`src/dps_switch_regs.vh`:
```
// register indices, field layouts and codes of the profile switching block
`ifndef DPS_SWITCH_REGS_VH
`define DPS_SWITCH_REGS_VH

// ---------------------------------------------------------------
// register indices (byte address is four times the index)
// ---------------------------------------------------------------
`define DPS_IDX_W             14
`define DPS_IDX_L0_IRQ_CLR    14'h200e
`define DPS_IDX_L1_IRQ_CLR    14'h2013
`define DPS_IDX_L0_ACT_FLAGS  14'h3009
`define DPS_IDX_L1_ACT_FLAGS  14'h300a
`define DPS_IDX_L0_IRQ_STAT   14'h3013
`define DPS_IDX_L1_IRQ_STAT   14'h3018
`define DPS_IDX_L0_MODE_LAST  14'h3101
`define DPS_IDX_L1_MODE_LAST  14'h3201
`define DPS_IDX_L0_CTRL       14'h2105
`define DPS_IDX_L1_CTRL       14'h2205
`define DPS_IDX_L0_PRIO       14'h1200
`define DPS_IDX_L1_PRIO       14'h1600
`define DPS_IDX_L0_IRQ_MASK   14'h2400
`define DPS_IDX_L1_IRQ_MASK   14'h2401

// ---------------------------------------------------------------
// field layouts and reset values
// ---------------------------------------------------------------
`define DPS_NPROF             6
`define DPS_PRI_W             5
`define DPS_PRIO_W            30
`define DPS_CTRL_W            7
`define DPS_CTRL_FREE         0
`define DPS_CTRL_HOLD         1
`define DPS_CTRL_MODE         3:2
`define DPS_CTRL_MAN          6:4
`define DPS_CTRL_RST          7'h00
`define DPS_PRIO_RST          30'h00000000
`define DPS_MASK_RST          6'h00

// ---------------------------------------------------------------
// selection modes and revert threshold
// ---------------------------------------------------------------
`define DPS_MODE_AUTO         2'h0
`define DPS_MODE_MAN_PRIO     2'h1
`define DPS_MODE_MAN_HOLD     2'h2
`define DPS_MODE_MAN_ONLY     2'h3
`define DPS_REVERT_GAP        6'h08

// ---------------------------------------------------------------
// bus responses
// ---------------------------------------------------------------
`define DPS_RESP_OKAY         2'h0
`define DPS_RESP_SLVERR       2'h2

`endif

```
`src/dps_prio_pick.v`:
```
// most favoured valid profile finder for one loop
`timescale 1ns/10ps
module dps_prio_pick #(
   parameter NPROF = 6,
   parameter PRI_W = 5
) (
   // profile state
   input  wire [NPROF-1:0]       valid_i,
   input  wire [NPROF*PRI_W-1:0] prio_i,
   // result
   output reg                    found_o,
   output reg  [2:0]             idx_o
);

   integer     p;
   reg [PRI_W-1:0] best;

   // lowest value wins, ties go to the lowest index
   always @* begin
      found_o = 1'b0;
      idx_o   = 3'h0;
      best    = {PRI_W{1'b1}};
      for (p = 0; p < NPROF; p = p + 1) begin
         if (valid_i[p] && (!found_o || prio_i[p*PRI_W +: PRI_W] < best)) begin
            found_o = 1'b1;
            idx_o   = p[2:0];
            best    = prio_i[p*PRI_W +: PRI_W];
         end
      end
   end

endmodule // dps_prio_pick

```
`src/dps_irq_latch.v`:
```
// sticky event bits, set wins over a clear in the same cycle
`timescale 1ns/10ps
module dps_irq_latch #(
   parameter W = 12
) (
   // clock and reset
   input  wire         clk_i,
   input  wire         rst_n_i,
   // events and clears
   input  wire [W-1:0] set_i,
   input  wire [W-1:0] clr_i,
   // latched status
   output reg  [W-1:0] stat_o
);

   // a clear never swallows an event arriving in the same edge
   always @(posedge clk_i or negedge rst_n_i) begin
      if (!rst_n_i) begin
         stat_o <= {W{1'b0}};
      end else begin
         stat_o <= (stat_o & ~clr_i) | set_i;
      end
   end

endmodule // dps_irq_latch

```
`src/dps_switch.v`:
```
// profile switching and active profile reporting for two loops, axi4-lite
`timescale 1ns/10ps
`include "dps_switch_regs.vh"
module dps_switch #(
   parameter NPROF = 6
) (
   // clock and reset
   input  wire                 ref_clk_i,
   input  wire                 arst_n_i,
   // profile validity from the validation logic, same clock
   input  wire [NPROF-1:0]     first_loop_valid_i,
   input  wire [NPROF-1:0]     second_loop_valid_i,
   // active profile flags
   output reg  [NPROF-1:0]     first_loop_active_o,
   output reg  [NPROF-1:0]     second_loop_active_o,
   // interrupt
   output reg                  irq_o,
   // axi4-lite write address
   input  wire                 s_axi_awvalid,
   output reg                  s_axi_awready,
   input  wire [15:0]          s_axi_awaddr,
   // axi4-lite write data
   input  wire                 s_axi_wvalid,
   output reg                  s_axi_wready,
   input  wire [31:0]          s_axi_wdata,
   input  wire [3:0]           s_axi_wstrb,
   // axi4-lite write response
   output reg                  s_axi_bvalid,
   input  wire                 s_axi_bready,
   output reg  [1:0]           s_axi_bresp,
   // axi4-lite read address
   input  wire                 s_axi_arvalid,
   output reg                  s_axi_arready,
   input  wire [15:0]          s_axi_araddr,
   // axi4-lite read data
   output reg                  s_axi_rvalid,
   input  wire                 s_axi_rready,
   output reg  [31:0]          s_axi_rdata,
   output reg  [1:0]           s_axi_rresp
);

   // ---------------------------------------------------------------
   // functions
   // ---------------------------------------------------------------
   // priority of one profile out of the packed priority word
   function [`DPS_PRI_W-1:0] pri_of;
      input [`DPS_PRIO_W-1:0] pw;
      input [2:0]             idx;
      begin
         pri_of = pw[idx*`DPS_PRI_W +: `DPS_PRI_W];
      end
   endfunction

   // byte lane merge of a write into a stored word
   function [31:0] merge;
      input [31:0] old;
      input [31:0] nw;
      input [3:0]  strb;
      integer      b;
      begin
         merge = old;
         for (b = 0; b < 4; b = b + 1) begin
            if (strb[b]) merge[b*8 +: 8] = nw[b*8 +: 8];
         end
      end
   endfunction

   // ---------------------------------------------------------------
   // reset release
   // ---------------------------------------------------------------
   reg [1:0] rst_sync_q;
   wire      rst_n;

   // async assert, release after two edges
   always @(posedge ref_clk_i or negedge arst_n_i) begin
      if (!arst_n_i) begin
         rst_sync_q <= 2'h0;
      end else begin
         rst_sync_q <= {rst_sync_q[0], 1'b1};
      end
   end
   assign rst_n = rst_sync_q[1];

   // ---------------------------------------------------------------
   // software registers and shared per-loop wires
   // ---------------------------------------------------------------
   reg  [`DPS_CTRL_W-1:0] ctrl_q [0:1];
   reg  [`DPS_PRIO_W-1:0] prio_q [0:1];
   reg  [NPROF-1:0]       mask_q [0:1];
   wire [2*NPROF-1:0]     flags_w;      // active flags, both loops
   wire [2*NPROF-1:0]     rise_w;       // zero-to-one of active flags
   wire [2*NPROF-1:0]     stat_w;       // latched activation status
   wire [2*7-1:0]         mode_last_w;  // index and mode bits, both loops
   wire [2*NPROF-1:0]     valid_w;
   reg  [2*NPROF-1:0]     clr_q;        // one-cycle clear strobes

   assign valid_w = {second_loop_valid_i, first_loop_valid_i};

   // ---------------------------------------------------------------
   // selection engine, one per loop
   // ---------------------------------------------------------------
   genvar l;
   generate
      for (l = 0; l < 2; l = l + 1) begin : g_loop
         reg                  on_q;        // closed loop on a profile
         reg  [2:0]           idx_q;       // current or last active index
         reg                  from_ok_q;
         reg  [2:0]           from_idx_q;
         reg  [`DPS_PRI_W-1:0] from_pri_q;
         reg                  hist_q;      // some profile was ever active
         reg                  hold_q;
         reg                  free_q;
         reg                  sw_q;
         reg  [NPROF-1:0]     flags_q;
         reg                  on_d;
         reg  [2:0]           idx_d;
         reg                  from_ok_d;
         reg  [2:0]           from_idx_d;
         reg  [`DPS_PRI_W-1:0] from_pri_d;
         reg                  hold_d;
         reg                  free_d;
         reg  [NPROF-1:0]     flags_d;
         reg                  auto_go;
         wire                 best_ok;
         wire [2:0]           best_idx;
         wire [NPROF-1:0]     vld;
         wire [2:0]           man;
         wire                 man_ok;
         wire                 cur_ok;
         wire                 revert_ok;
         wire [`DPS_PRI_W-1:0] cur_pri;

         assign vld     = valid_w[l*NPROF +: NPROF];
         assign man     = ctrl_q[l][`DPS_CTRL_MAN];
         assign man_ok  = (man < NPROF) && vld[man];
         assign cur_ok  = on_q && vld[idx_q];
         assign cur_pri = pri_of(prio_q[l], idx_q);
         // gap compared in six bits so the sum cannot wrap
         assign revert_ok = from_ok_q && vld[from_idx_q] &&
                            ({1'b0, cur_pri} >= {1'b0, from_pri_q} + `DPS_REVERT_GAP);

         dps_prio_pick #(
            .NPROF (NPROF),
            .PRI_W (`DPS_PRI_W)
         ) u_pick (
            .valid_i (vld),
            .prio_i  (prio_q[l]),
            .found_o (best_ok),
            .idx_o   (best_idx)
         );

         // next selection: forced modes first, then the mode field
         always @* begin
            on_d       = 1'b0;
            idx_d      = idx_q;
            from_ok_d  = from_ok_q;
            from_idx_d = from_idx_q;
            from_pri_d = from_pri_q;
            auto_go    = 1'b0;
            if (!ctrl_q[l][`DPS_CTRL_FREE] && !ctrl_q[l][`DPS_CTRL_HOLD]) begin
               case (ctrl_q[l][`DPS_CTRL_MODE])
                  `DPS_MODE_MAN_ONLY: begin
                     // debug mode: profile used without validation
                     if (man < NPROF) begin
                        on_d  = 1'b1;
                        idx_d = man;
                     end
                  end
                  `DPS_MODE_MAN_HOLD: begin
                     if (man_ok) begin
                        on_d  = 1'b1;
                        idx_d = man;
                     end
                  end
                  `DPS_MODE_MAN_PRIO: begin
                     if (man_ok) begin
                        on_d  = 1'b1;
                        idx_d = man;
                     end else begin
                        auto_go = 1'b1;
                     end
                  end
                  default: auto_go = 1'b1;
               endcase
            end
            if (auto_go) begin
               if (cur_ok && revert_ok) begin
                  on_d      = 1'b1;
                  idx_d     = from_idx_q;
                  from_ok_d = 1'b0;
               end else if (cur_ok) begin
                  on_d      = 1'b1;
               end else if (best_ok) begin
                  on_d  = 1'b1;
                  idx_d = best_idx;
                  if (on_q && best_idx != idx_q) begin
                     from_ok_d  = 1'b1;
                     from_idx_d = idx_q;
                     from_pri_d = cur_pri;
                  end
               end
            end else if (on_d) begin
               from_ok_d = 1'b0; // manual pick drops revert history
            end
            // open loop: free or hold bit forces its state, else holdover once history exists, else freerun
            free_d = ctrl_q[l][`DPS_CTRL_FREE] ||
                     (!on_d && !ctrl_q[l][`DPS_CTRL_HOLD] && !hist_q);
            hold_d = !on_d && !free_d;
            flags_d = {NPROF{1'b0}};
            flags_d[idx_d] = on_d;
         end

         // selection state
         always @(posedge ref_clk_i or negedge rst_n) begin
            if (!rst_n) begin
               on_q       <= 1'b0;
               idx_q      <= 3'h0;
               from_ok_q  <= 1'b0;
               from_idx_q <= 3'h0;
               from_pri_q <= {`DPS_PRI_W{1'b0}};
               hist_q     <= 1'b0;
               hold_q     <= 1'b0;
               free_q     <= 1'b0;
               sw_q       <= 1'b0;
               flags_q    <= {NPROF{1'b0}};
            end else begin
               on_q       <= on_d;
               idx_q      <= idx_d;
               from_ok_q  <= from_ok_d;
               from_idx_q <= from_idx_d;
               from_pri_q <= from_pri_d;
               hist_q     <= hist_q | on_d;
               hold_q     <= hold_d;
               free_q     <= free_d;
               sw_q       <= on_d && (!on_q || idx_d != idx_q);
               flags_q    <= flags_d;
            end
         end

         assign flags_w[l*NPROF +: NPROF] = flags_q;
         assign rise_w[l*NPROF +: NPROF]  = flags_d & ~flags_q;
         assign mode_last_w[l*7 +: 7]     = {idx_q, 1'b0, sw_q, hold_q, free_q};
      end
   endgenerate

   // ---------------------------------------------------------------
   // activation interrupts
   // ---------------------------------------------------------------
   dps_irq_latch #(
      .W (2*NPROF)
   ) u_irq (
      .clk_i   (ref_clk_i),
      .rst_n_i (rst_n),
      .set_i   (rise_w),
      .clr_i   (clr_q),
      .stat_o  (stat_w)
   );

   // outputs held in flops, interrupt one edge behind the status
   always @(posedge ref_clk_i or negedge rst_n) begin
      if (!rst_n) begin
         irq_o                <= 1'b0;
         first_loop_active_o  <= {NPROF{1'b0}};
         second_loop_active_o <= {NPROF{1'b0}};
      end else begin
         irq_o <= |(stat_w & {mask_q[1], mask_q[0]});
         first_loop_active_o  <= flags_w[NPROF-1:0];
         second_loop_active_o <= flags_w[2*NPROF-1:NPROF];
      end
   end

   // ---------------------------------------------------------------
   // axi4-lite write side
   // ---------------------------------------------------------------
   reg                  aw_held_q;
   reg                  w_held_q;
   reg [`DPS_IDX_W-1:0] aw_idx_q;
   reg [31:0]           wdata_q;
   reg [3:0]            wstrb_q;
   wire                 do_wr;
   reg                  wr_hit;
   wire [31:0]          prio_mrg0;
   wire [31:0]          prio_mrg1;

   // lane merge runs on a full word, the two spare top bits are dropped on purpose
   assign prio_mrg0 = merge({2'h0, prio_q[0]}, wdata_q, wstrb_q);
   assign prio_mrg1 = merge({2'h0, prio_q[1]}, wdata_q, wstrb_q);

   assign do_wr = aw_held_q && w_held_q && !s_axi_bvalid;

   // decode of writable indices
   always @* begin
      case (aw_idx_q)
         `DPS_IDX_L0_IRQ_CLR, `DPS_IDX_L1_IRQ_CLR,
         `DPS_IDX_L0_CTRL, `DPS_IDX_L1_CTRL,
         `DPS_IDX_L0_PRIO, `DPS_IDX_L1_PRIO,
         `DPS_IDX_L0_IRQ_MASK, `DPS_IDX_L1_IRQ_MASK: wr_hit = 1'b1;
         default: wr_hit = 1'b0;
      endcase
   end

   // address and data taken in either order, response after both
   always @(posedge ref_clk_i or negedge rst_n) begin
      if (!rst_n) begin
         aw_held_q     <= 1'b0;
         w_held_q      <= 1'b0;
         aw_idx_q      <= {`DPS_IDX_W{1'b0}};
         wdata_q       <= 32'h00000000;
         wstrb_q       <= 4'h0;
         s_axi_awready <= 1'b0;
         s_axi_wready  <= 1'b0;
         s_axi_bvalid  <= 1'b0;
         s_axi_bresp   <= `DPS_RESP_OKAY;
         clr_q         <= {2*NPROF{1'b0}};
         ctrl_q[0]     <= `DPS_CTRL_RST;
         ctrl_q[1]     <= `DPS_CTRL_RST;
         prio_q[0]     <= `DPS_PRIO_RST;
         prio_q[1]     <= `DPS_PRIO_RST;
         mask_q[0]     <= `DPS_MASK_RST;
         mask_q[1]     <= `DPS_MASK_RST;
      end else begin
         clr_q <= {2*NPROF{1'b0}};
         if (s_axi_awready && s_axi_awvalid) begin
            aw_held_q <= 1'b1;
            aw_idx_q  <= s_axi_awaddr[15:2];
         end
         if (s_axi_wready && s_axi_wvalid) begin
            w_held_q <= 1'b1;
            wdata_q  <= s_axi_wdata;
            wstrb_q  <= s_axi_wstrb;
         end
         s_axi_awready <= !aw_held_q && !(s_axi_awready && s_axi_awvalid) && !do_wr;
         s_axi_wready  <= !w_held_q && !(s_axi_wready && s_axi_wvalid) && !do_wr;
         if (do_wr) begin
            aw_held_q    <= 1'b0;
            w_held_q     <= 1'b0;
            s_axi_bvalid <= 1'b1;
            s_axi_bresp  <= wr_hit ? `DPS_RESP_OKAY : `DPS_RESP_SLVERR;
            case (aw_idx_q)
               `DPS_IDX_L0_IRQ_CLR:
                  if (wstrb_q[0]) clr_q[NPROF-1:0] <= wdata_q[NPROF-1:0];
               `DPS_IDX_L1_IRQ_CLR:
                  if (wstrb_q[0]) clr_q[2*NPROF-1:NPROF] <= wdata_q[NPROF-1:0];
               `DPS_IDX_L0_CTRL:
                  if (wstrb_q[0]) ctrl_q[0] <= wdata_q[`DPS_CTRL_W-1:0];
               `DPS_IDX_L1_CTRL:
                  if (wstrb_q[0]) ctrl_q[1] <= wdata_q[`DPS_CTRL_W-1:0];
               `DPS_IDX_L0_PRIO:
                  prio_q[0] <= prio_mrg0[`DPS_PRIO_W-1:0];
               `DPS_IDX_L1_PRIO:
                  prio_q[1] <= prio_mrg1[`DPS_PRIO_W-1:0];
               `DPS_IDX_L0_IRQ_MASK:
                  if (wstrb_q[0]) mask_q[0] <= wdata_q[NPROF-1:0];
               `DPS_IDX_L1_IRQ_MASK:
                  if (wstrb_q[0]) mask_q[1] <= wdata_q[NPROF-1:0];
               default: ;
            endcase
         end else if (s_axi_bvalid && s_axi_bready) begin
            s_axi_bvalid <= 1'b0;
         end
      end
   end

   // ---------------------------------------------------------------
   // axi4-lite read side
   // ---------------------------------------------------------------
   reg [31:0] rd_val;
   reg        rd_hit;

   // read mux; narrow registers sit low, upper bits read zero
   always @* begin
      rd_hit = 1'b1;
      rd_val = 32'h00000000;
      case (s_axi_araddr[15:2])
         `DPS_IDX_L0_ACT_FLAGS: rd_val[NPROF-1:0] = flags_w[NPROF-1:0];
         `DPS_IDX_L1_ACT_FLAGS: rd_val[NPROF-1:0] = flags_w[2*NPROF-1:NPROF];
         `DPS_IDX_L0_IRQ_STAT:  rd_val[NPROF-1:0] = stat_w[NPROF-1:0];
         `DPS_IDX_L1_IRQ_STAT:  rd_val[NPROF-1:0] = stat_w[2*NPROF-1:NPROF];
         `DPS_IDX_L0_MODE_LAST: rd_val[6:0] = mode_last_w[6:0];
         `DPS_IDX_L1_MODE_LAST: rd_val[6:0] = mode_last_w[13:7];
         `DPS_IDX_L0_CTRL:      rd_val[`DPS_CTRL_W-1:0] = ctrl_q[0];
         `DPS_IDX_L1_CTRL:      rd_val[`DPS_CTRL_W-1:0] = ctrl_q[1];
         `DPS_IDX_L0_PRIO:      rd_val[`DPS_PRIO_W-1:0] = prio_q[0];
         `DPS_IDX_L1_PRIO:      rd_val[`DPS_PRIO_W-1:0] = prio_q[1];
         `DPS_IDX_L0_IRQ_MASK:  rd_val[NPROF-1:0] = mask_q[0];
         `DPS_IDX_L1_IRQ_MASK:  rd_val[NPROF-1:0] = mask_q[1];
         `DPS_IDX_L0_IRQ_CLR, `DPS_IDX_L1_IRQ_CLR: rd_val = 32'h00000000;
         default: rd_hit = 1'b0;
      endcase
   end

   // one read at a time, data registered at the address handshake
   always @(posedge ref_clk_i or negedge rst_n) begin
      if (!rst_n) begin
         s_axi_arready <= 1'b0;
         s_axi_rvalid  <= 1'b0;
         s_axi_rdata   <= 32'h00000000;
         s_axi_rresp   <= `DPS_RESP_OKAY;
      end else begin
         if (s_axi_arready && s_axi_arvalid) begin
            s_axi_arready <= 1'b0;
            s_axi_rvalid  <= 1'b1;
            s_axi_rdata   <= rd_val;
            s_axi_rresp   <= rd_hit ? `DPS_RESP_OKAY : `DPS_RESP_SLVERR;
         end else if (s_axi_rvalid && s_axi_rready) begin
            s_axi_rvalid <= 1'b0;
         end else begin
            s_axi_arready <= !s_axi_rvalid;
         end
      end
   end

endmodule // dps_switch

```
`config.mk`:
```
export PLATFORM = sky130hd
export DESIGN_NAME = dps_switch
export DESIGN_NICKNAME = d
export VERILOG_FILES = /design/src/dps_prio_pick.v /design/src/dps_irq_latch.v /design/src/dps_switch.v
export VERILOG_INCLUDE_DIRS = /design/src /design/src/src
export SDC_FILE = /design/constraint.sdc
export NUM_CORES = 1
export LEC_CHECK = 0
export ABC_AREA = 1
export BUFFER_PORTS_ARGS = -buffer_cell sky130_fd_sc_hd__buf_4
export CAP_MARGIN = 20
export CORE_AREA = 2 2 163 165
export CTS_CLUSTER_SIZE = 40
export DETAILED_ROUTE_END_ITERATION = 16
export DIE_AREA = 0 0 165 167
export HOLD_SLACK_MARGIN = 0.06
export PLACE_DENSITY = 0.78
export SYNTH_ARGS = -nofsm -noshare
export SYNTH_HDL_FRONTEND = slang
export SYNTH_SLANG_ARGS = --single-unit
```
`constraint.sdc`:
```
create_clock -name ref_clk_i -period 12.66 [get_ports ref_clk_i]
set_clock_uncertainty 0.2 [all_clocks]
set_input_delay 2.532 -clock ref_clk_i [delete_from_list [all_inputs] [get_ports ref_clk_i]]
set_output_delay 2.532 -clock ref_clk_i [all_outputs]
set_load 0.01 [all_outputs]
```
==> results of run 1 <==
-- final cells by class --
| type | instances | area (um^2) | area share |
|---|---|---|---|
| multi-input combinational | 1261 | 6380 | 0.392 |
| sequential | 258 | 6460 | 0.397 |
| tap | 335 | 419 | 0.0257 |
| inverter | 268 | 1010 | 0.0618 |
| clock buffer | 36 | 749 | 0.0460 |
| clock inverter | 14 | 223 | 0.0137 |
| timing repair buffer | 137 | 1050 | 0.0642 |
-- worst register-to-register path, delay by kind of cell (launching register included) --
family          cells  cell delay (ns)
simple gates       34             3.08
compound gates     10             2.07
fa+ha+maj           5             1.46
flops               1             0.48
buf+inv             4             0.27
-- per-layer routing --
| metal | vias to the layer above | part of all wire | global-route usage |
|---|---|---|---|
| li1 | 6246 | - | - |
| met1 | 6127 | 0.43 | 0.425 |
| met2 | 577 | 0.44 | 0.437 |
| met3 | 69 | 0.10 | 0.0476 |
| met4 | 0 | 0.024 | 0.0851 |
| met5 | - | 0 | 0 |
-- state kept, by name, indices dropped and copies added (netlist names), 2 cells and up --
| signal | flops |
|---|---|
| mask_q | 12 |
| g_loop.from_idx_q | 6 |
| g_loop.flags_q | 12 |
| g_loop.idx_q | 6 |
| g_loop.hist_q | 2 |
| g_loop.from_ok_q | 2 |
| aw_idx_q | 14 |
| g_loop.from_pri_q | 10 |
| ctrl_q | 14 |
| g_loop.hold_q | 2 |
| rst_sync_q | 2 |
| g_loop.free_q | 2 |
| clr_q | 12 |
| prio_q | 60 |
| wstrb_q | 4 |
| wdata_q | 30 |
| g_loop.sw_q | 2 |
| second_loop_active_o | 6 |
| u_irq.stat_o | 12 |
| s_axi_rdata | 30 |
| first_loop_active_o | 6 |
| g_loop.on_q | 2 |
-- cells by family after synthesis --
kind of cell             after synthesis
AND/OR/NAND/NOR                      798
AO/OA/AOI/OAI                        409
buffers and inverters                321
flip-flops                           258
adder cells (fa/ha/maj)               48
other                                  2
XOR/XNOR                               1
-- final timing paths --
check,slack [ns],end,cells after the start
max,3.30,u_irq.stat_o[4],51
min,0.09,prio_q[28],0
min in group ref_clk_i,0.15,rst_sync_q[1],0
max in group asynchronous,10.61,rst_sync_q[1],1
min reg2reg,0.09,prio_q[28],0
max reg2reg,5.03,u_irq.stat_o[10],53
-- cells in the final DEF, fill, tap and decap left out, drive strengths merged, types with 2 or more instances in the layout --
cell / count
nand2: 537
inv: 262
dfrtp: 258
o21ai: 241
buf: 136
nor2: 108
nand3: 90
a21oi: 58
ha: 48
o22ai: 40
clkbuf: 37
nor3: 29
nand4: 16
a221oi: 14
clkinv: 14
a31oi: 13
o211ai: 9
a22o: 8
nor4: 7
o21bai: 6
or2: 5
conb: 5
bufinv: 5
a211oi: 4
a22oi: 4
a21o: 3
a32o: 3
and2: 3
nor3b: 2
o41ai: 2
-- synth_stat cells, drive strengths merged --
cell type,count
and3,1
a221oi,14
or2,5
nand3,90
conb,2
nor4,7
a21oi,58
ha,48
o211ai,9
a32o,3
nand4,16
a21boi,1
nor3,29
o21bai,6
o21ai,241
a21o,3
inv,261
a211oi,4
clkbuf,39
a31o,1
nor2,108
o22ai,40
nor3b,2
clkinv,7
and2,3
nand2,537
xor2,1
o21a,1
dfrtp,258
a22o,8
a31oi,13
a22oi,4
o221ai,1
buf,14
o41ai,2
-- power by group through the flow --
stage	Combinational [W]	Clock, W	Sequential [W]
4_1_cts	0.000958	0.000872	0.00109
3_3_place_gp	0.000919	0	0.00110
5_1_grt	0.00109	0.000908	0.00111
2_1_floorplan	0.000678	0	0.00108
6_report	0.000966	0.000862	0.00109
3_5_place_dp	0.000950	0	0.00110
-- stage by stage --
| stage | power, W | worst slack, ns |
|---|---|---|
| final | 0.00292 | 3.30 |
| after global routing | 0.00311 | 2.48 |
| after CTS | 0.00292 | 3.35 |
| after detailed placement | 0.00205 | 2.80 |
| after global placement | 0.00202 | 2.97 |
| after floorplan | 0.00176 | 4.13 |
==> results.json, run 1 <==
{
  "cts_hold_buf": 0,
  "critPathMaxStageDelay_ns": 0.38,
  "synthDistinctLibCells": 49,
  "clk_latency_ns": 0.57,
  "num_rows": 59,
  "grt_overflow": 0,
  "cp_num_buf_inv": 2,
  "cp-start-kind": "input pin",
  "post-route-period-util": 0.740,
  "p_leak_nw": 8.22,
  "yosysWarningCount": 0,
  "synth_xor_area_frac": 0.000623,
  "dr.pass1.iters": 6,
  "grt_max_degree": 84,
  "synthMuxAreaShare": 0,
  "pin_count": 141,
  "grt_pass1_wl_mm": 62.5,
  "critPathMostFrequentCell": "nand2_1",
  "cts.repair.resized": 0,
  "hold_ws_ns": 0.0891,
  "stdcell_count": 2309,
  "status": "completed",
  "crit_family": "simple AND/OR/NAND/NOR gates",
  "p_sw_w": 0.00111,
  "synth_top_family_by_area": "simple AND/OR/NAND/NOR gates",
  "pwr-share-seq": 0.375,
  "dpl_cell_area_um2": 15300,
  "cts_buffers": 27,
  "fin_crit_ns": 9.36,
  "worstSetupPathType": "in2reg",
  "place_congestion": 0.958,
  "fin_setup_tns_ns": 0,
  "clkSinkCount": 258,
  "synth-compound-area-share": 0.164,
  "slowest_stage": "o21ai_0",
  "crit_required_ns": 12.95,
  "place_inst": 2257,
  "drc": 0,
  "fill_cells": 2296,
  "p_comb_frac": 0.330,
  "power_density_nw_per_um2": 179,
  "crit_path_start": "first_loop_valid_i[0]",
  "synthAdderAreaFrac": 0.0427,
  "core_area_um2": 25800,
  "dp_hpwl_mm": 29.3,
  "max-cap-violations": 0,
  "tightest_slew_ns": 0.988,
  "die_h_um": 167,
  "hold_path_class": "reg2async",
  "clk_pin_slew_ns": 0.07,
  "final_max_slew_viol_count": 0,
  "rsz0062_at_grt": "false",
  "hold_violations": 0,
  "crit_arrival_ns": 9.65,
  "drive_above_1_share": 0.126,
  "cts_tree": "done",
  "clock-root-buffer": "clkbuf_16",
  "ys_seq_elements": 258,
  "crit_fanout": 11,
  "grt_usage": 0.288,
  "antenna_found_initial": 0,
  "vias": 13019,
  "htreeDepth": 1,
  "start_util": 0.546,
  "timing.rr.start": "prio_q[2]",
  "ys_seq_area_frac": 0.459,
  "slew-limit-headroom": 0.341,
  "end_kind": "flip-flop",
  "ant_nets": 0,
  "fmax_mhz": 107,
  "synth.top_cell.area_share": 0.459,
  "area_growth_pct": 15.8,
  "fp.dieW_um": 165,
  "synth_area_leader_cell": "dfrtp_1",
  "syn_inst": 1837,
  "yosys.area_share.simple": 0.245,
  "avgSynthCellArea_um2": 7.65,
  "clockBufferDepth": 3,
  "post_drt_wl_per_cell_um": 17.0,
  "antenna_cells": 0,
  "fin_nets": 2088,
  "clkPwrFrac": 0.295,
  "io_buffer_count": 130,
  "ir_drop_mv": 0.148,
  "final_area_um2": 16300,
  "dieArea_um2": 27600,
  "routed_via_density": 5.64,
  "synth_area_um2": 14100,
  "totalWireLength_mm": 39.2,
  "internal_power_w": 0.00181,
  "final_core_util": 0.632,
  "switching_share": 0.380,
  "finalSetupViolations": 0,
  "synth_area_leaders": "dfrtp_1 46%, nand2_1 14%, o21ai_0 8.4%",
  "first_global_vias": 12156,
  "detail_route.iter0.violations": 1256,
  "post_cts.repair.setup_buffers": 0
}
No activity file was read; power rests on OpenSTA's default activity.
==> inputs of run 2 (changes only) <==
--- a/config.mk
+++ b/config.mk
@@ -6,15 +6,15 @@
 export SDC_FILE = /design/constraint.sdc
 export NUM_CORES = 1
 export LEC_CHECK = 0
-export ABC_AREA = 1
+export ABC_AREA = 0
 export BUFFER_PORTS_ARGS = -buffer_cell sky130_fd_sc_hd__buf_4
 export CAP_MARGIN = 20
-export CORE_AREA = 2 2 163 165
+export CORE_AREA = 2 2 166 168
 export CTS_CLUSTER_SIZE = 40
 export DETAILED_ROUTE_END_ITERATION = 16
-export DIE_AREA = 0 0 165 167
+export DIE_AREA = 0 0 168 170
 export HOLD_SLACK_MARGIN = 0.06
-export PLACE_DENSITY = 0.78
+export PLACE_DENSITY = 0.79
 export SYNTH_ARGS = -nofsm -noshare
 export SYNTH_HDL_FRONTEND = slang
 export SYNTH_SLANG_ARGS = --single-unit
==> constraint.sdc (replaced) <==
create_clock -name ref_clk_i -period 7.83 [get_ports ref_clk_i]
set_clock_uncertainty 0.2 [all_clocks]
set_input_delay 1.566 -clock ref_clk_i [delete_from_list [all_inputs] [get_ports ref_clk_i]]
set_output_delay 1.566 -clock ref_clk_i [all_outputs]
set_load 0.01 [all_outputs]
==> results.json, run 2 <==
{
  "status": "finished, violations left",
  "failed_checks": "negative setup slack",
  "clock-root-buffer": "clkbuf_16",
  "fp.dieW_um": 168,
  "post_drt_wl_per_cell_um": 22.0,
  "detail_route.iter0.violations": 1257,
  "critPathMaxStageDelay_ns": 0.42,
  "synth_area_um2": 14300,
  "final_max_slew_viol_count": 0,
  "crit_fanout": 5,
  "fin_nets": 1781,
  "stdcell_count": 2007,
  "clkSinkCount": 258,
  "synth_area_leaders": "dfrtp_1 45%, mux2_2 11%, ha_1 4.2%",
  "avgSynthCellArea_um2": 10.6,
  "dp_hpwl_mm": 29.9,
  "ys_seq_area_frac": 0.452,
  "crit_required_ns": 8.07,
  "num_rows": 60,
  "die_h_um": 170,
  "holdPathStages": 0,
  "slew-limit-headroom": 0.223,
  "p_sw_w": 0.00106,
  "switching_share": 0.288,
  "max-cap-violations": 0,
  "ff2ff_path_depth": 44,
  "hold_path_class": "reg2reg",
  "start_util": 0.536,
  "ant_nets": 0,
  "power_density_nw_per_um2": 199,
  "htreeDepth": 1,
  "first_global_vias": 12579,
  "slowest_stage": "o41a_1",
  "synth_ff_type": "dfrtp_1",
  "core_area_um2": 26700,
  "syn_inst": 1348,
  "drive_above_1_share": 0.395,
  "grt_usage": 0.301,
  "antenna_found_initial": 0,
  "cts_buffers": 26,
  "clockBufferDepth": 3,
  "synthArstFlopShare": 1.00,
  "fmax_mhz": 111,
  "synthDistinctLibCells": 97,
  "post-route-period-util": 1.15,
  "ir_drop_mv": 0.157,
  "end_kind": "flip-flop",
  "final_core_util": 0.697,
  "dr.pass1.iters": 7,
  "rsz0062_at_grt": "true",
  "synth_common_cells": "258 x dfrtp_1, 138 x mux2_2, 133 x nand2_1",
  "totalWireLength_mm": 44.1,
  "largest_reg_flops": 60,
  "grt_max_degree": 185,
  "reg.largest.list": "prio_q x60, s_axi_rdata x30, wdata_q x30",
  "hold_violations": 0,
  "vias": 12585,
  "power_w": 0.00369,
  "area_growth_pct": 29.9,
  "cp-start-kind": "input pin",
  "largest-register": "prio_q",
  "drc": 0,
  "p_comb_frac": 0.168,
  "fin_crit_ns": 8.99,
  "antenna_cells": 0,
  "cts_hold_buf": 0,
  "yosysWarningCount": 0,
  "pin_count": 141,
  "yosysMostFrequentCell": "dfrtp_1",
  "synth_edf_count": 0,
  "clkPwrFrac": 0.368,
  "dieArea_um2": 28600,
  "synth.top_cell.area_share": 0.452,
  "place_inst": 1895,
  "dp_slack_ns": -1.77,
  "pwr-share-seq": 0.464,
  "crit_arrival_ns": 9.23,
  "layout_common_cells": "292 x buf_4, 257 x dfrtp_1, 138 x mux2_2",
  "final_common_cell": "buf_4",
  "place_congestion": 0.928,
  "grt_overflow": 0,
  "p_leak_nw": 8.70,
  "grt_pass1_wl_mm": 67.5,
  "io_buffer_count": 130,
  "internal_power_w": 0.00263,
  "routed_via_density": 6.27,
  "cts_tree": "done",
  "setup_slack_ns": -1.16,
  "synth_area_leader_cell": "dfrtp_1",
  "ys_seq_elements": 258,
  "clk_latency_ns": 0.55,
  "tightest_slew_ns": 1.15,
  "worstSetupPathType": "in2reg",
  "clk_pin_slew_ns": 0.07,
  "finalSetupViolations": 32
}
-- run 2: layout make-up --
cell class | count | area [um^2]
Clock buffer | 33 | 748
Fill cell | 1883 | 8090
Sequential cell | 258 | 6460
Multi-Input combinational cell | 975 | 7970
Clock inverter | 15 | 191
Inverter | 65 | 254
Timing Repair Buffer | 320 | 2510
Tap cell | 341 | 427
-- run 2: per-stage QoR --
stage               hold WS (ns)  area [um^2]  TNS, ns
floorplan                  0.131        14600   -41.82
global placement           0.135        16600   -40.24
detailed placement         0.136        16600   -48.86
CTS                        0.151        18200   -23.11
global route               0.165        18600   -42.60
finish                     0.147        18600   -31.33
-- run 2: worst paths after layout --
kind                                             start               end  slack [ns]
worst max-delay path            second_loop_valid_i[0]  u_irq.stat_o[11]       -1.16
worst min-delay path                     rst_sync_q[0]     rst_sync_q[1]        0.15
worst max register to register               prio_q[4]  u_irq.stat_o[11]       -0.45
worst min register to register           rst_sync_q[0]     rst_sync_q[1]        0.15
max in group asynchronous                rst_sync_q[1]       wdata_q[22]        5.68
min in group asynchronous                rst_sync_q[1]      s_axi_bvalid        0.24
-- run 2: repair_timing --
| action | 4_1_cts | 5_1_grt |
|---|---|---|
| pin swaps | 53 | 42 |
| endpoints found under the setup margin | 32 | 32 |
| endpoints found under the hold margin | 0 | 0 |
| gates resized for setup | 70 | 49 |
| buffers inserted | 40 | 24 |
-- run 2: power by group through the flow --
stage	Clock (W)	Combinational [W]	Sequential (W)
after floorplan	0	0.000364	0.00164
after global placement	0	0.000538	0.00171
after detailed placement	0	0.000558	0.00172
after CTS	0.00136	0.000594	0.00170
after global routing	0.00142	0.000671	0.00173
final	0.00136	0.000621	0.00171
-- run 2: kinds of logic (layout without fill, tap and decap cells) --
logic type	Yosys count	after routing	share of synthesized area
AND/OR/NAND/NOR	403	403	0.143
other	2	5	0.000526
XOR/XNOR	10	10	0.00613
multiplexers	188	188	0.158
flip-flops	258	258	0.452
AO/OA/AOI/OAI	319	319	0.163
buffers and inverters	118	433	0.0343
adder cells (fa/ha/maj)	50	50	0.0434
-- run 2: per-layer routing --
layer / global-route usage / part of all wire
met1: 0.391 / 0.39
met2: 0.496 / 0.48
met3: 0.0540 / 0.081
met4: 0.140 / 0.048
met5: 0 / 0
-- run 2: worst max-delay path, delay by kind of cell --
kind,cells,cell delay (ns)
AOI/OAI and AO/OA,18,3.19
adders and majority gates,5,1.40
buffers and inverters,8,0.84
muxes,2,0.49
and+or+nand+nor,12,1.75
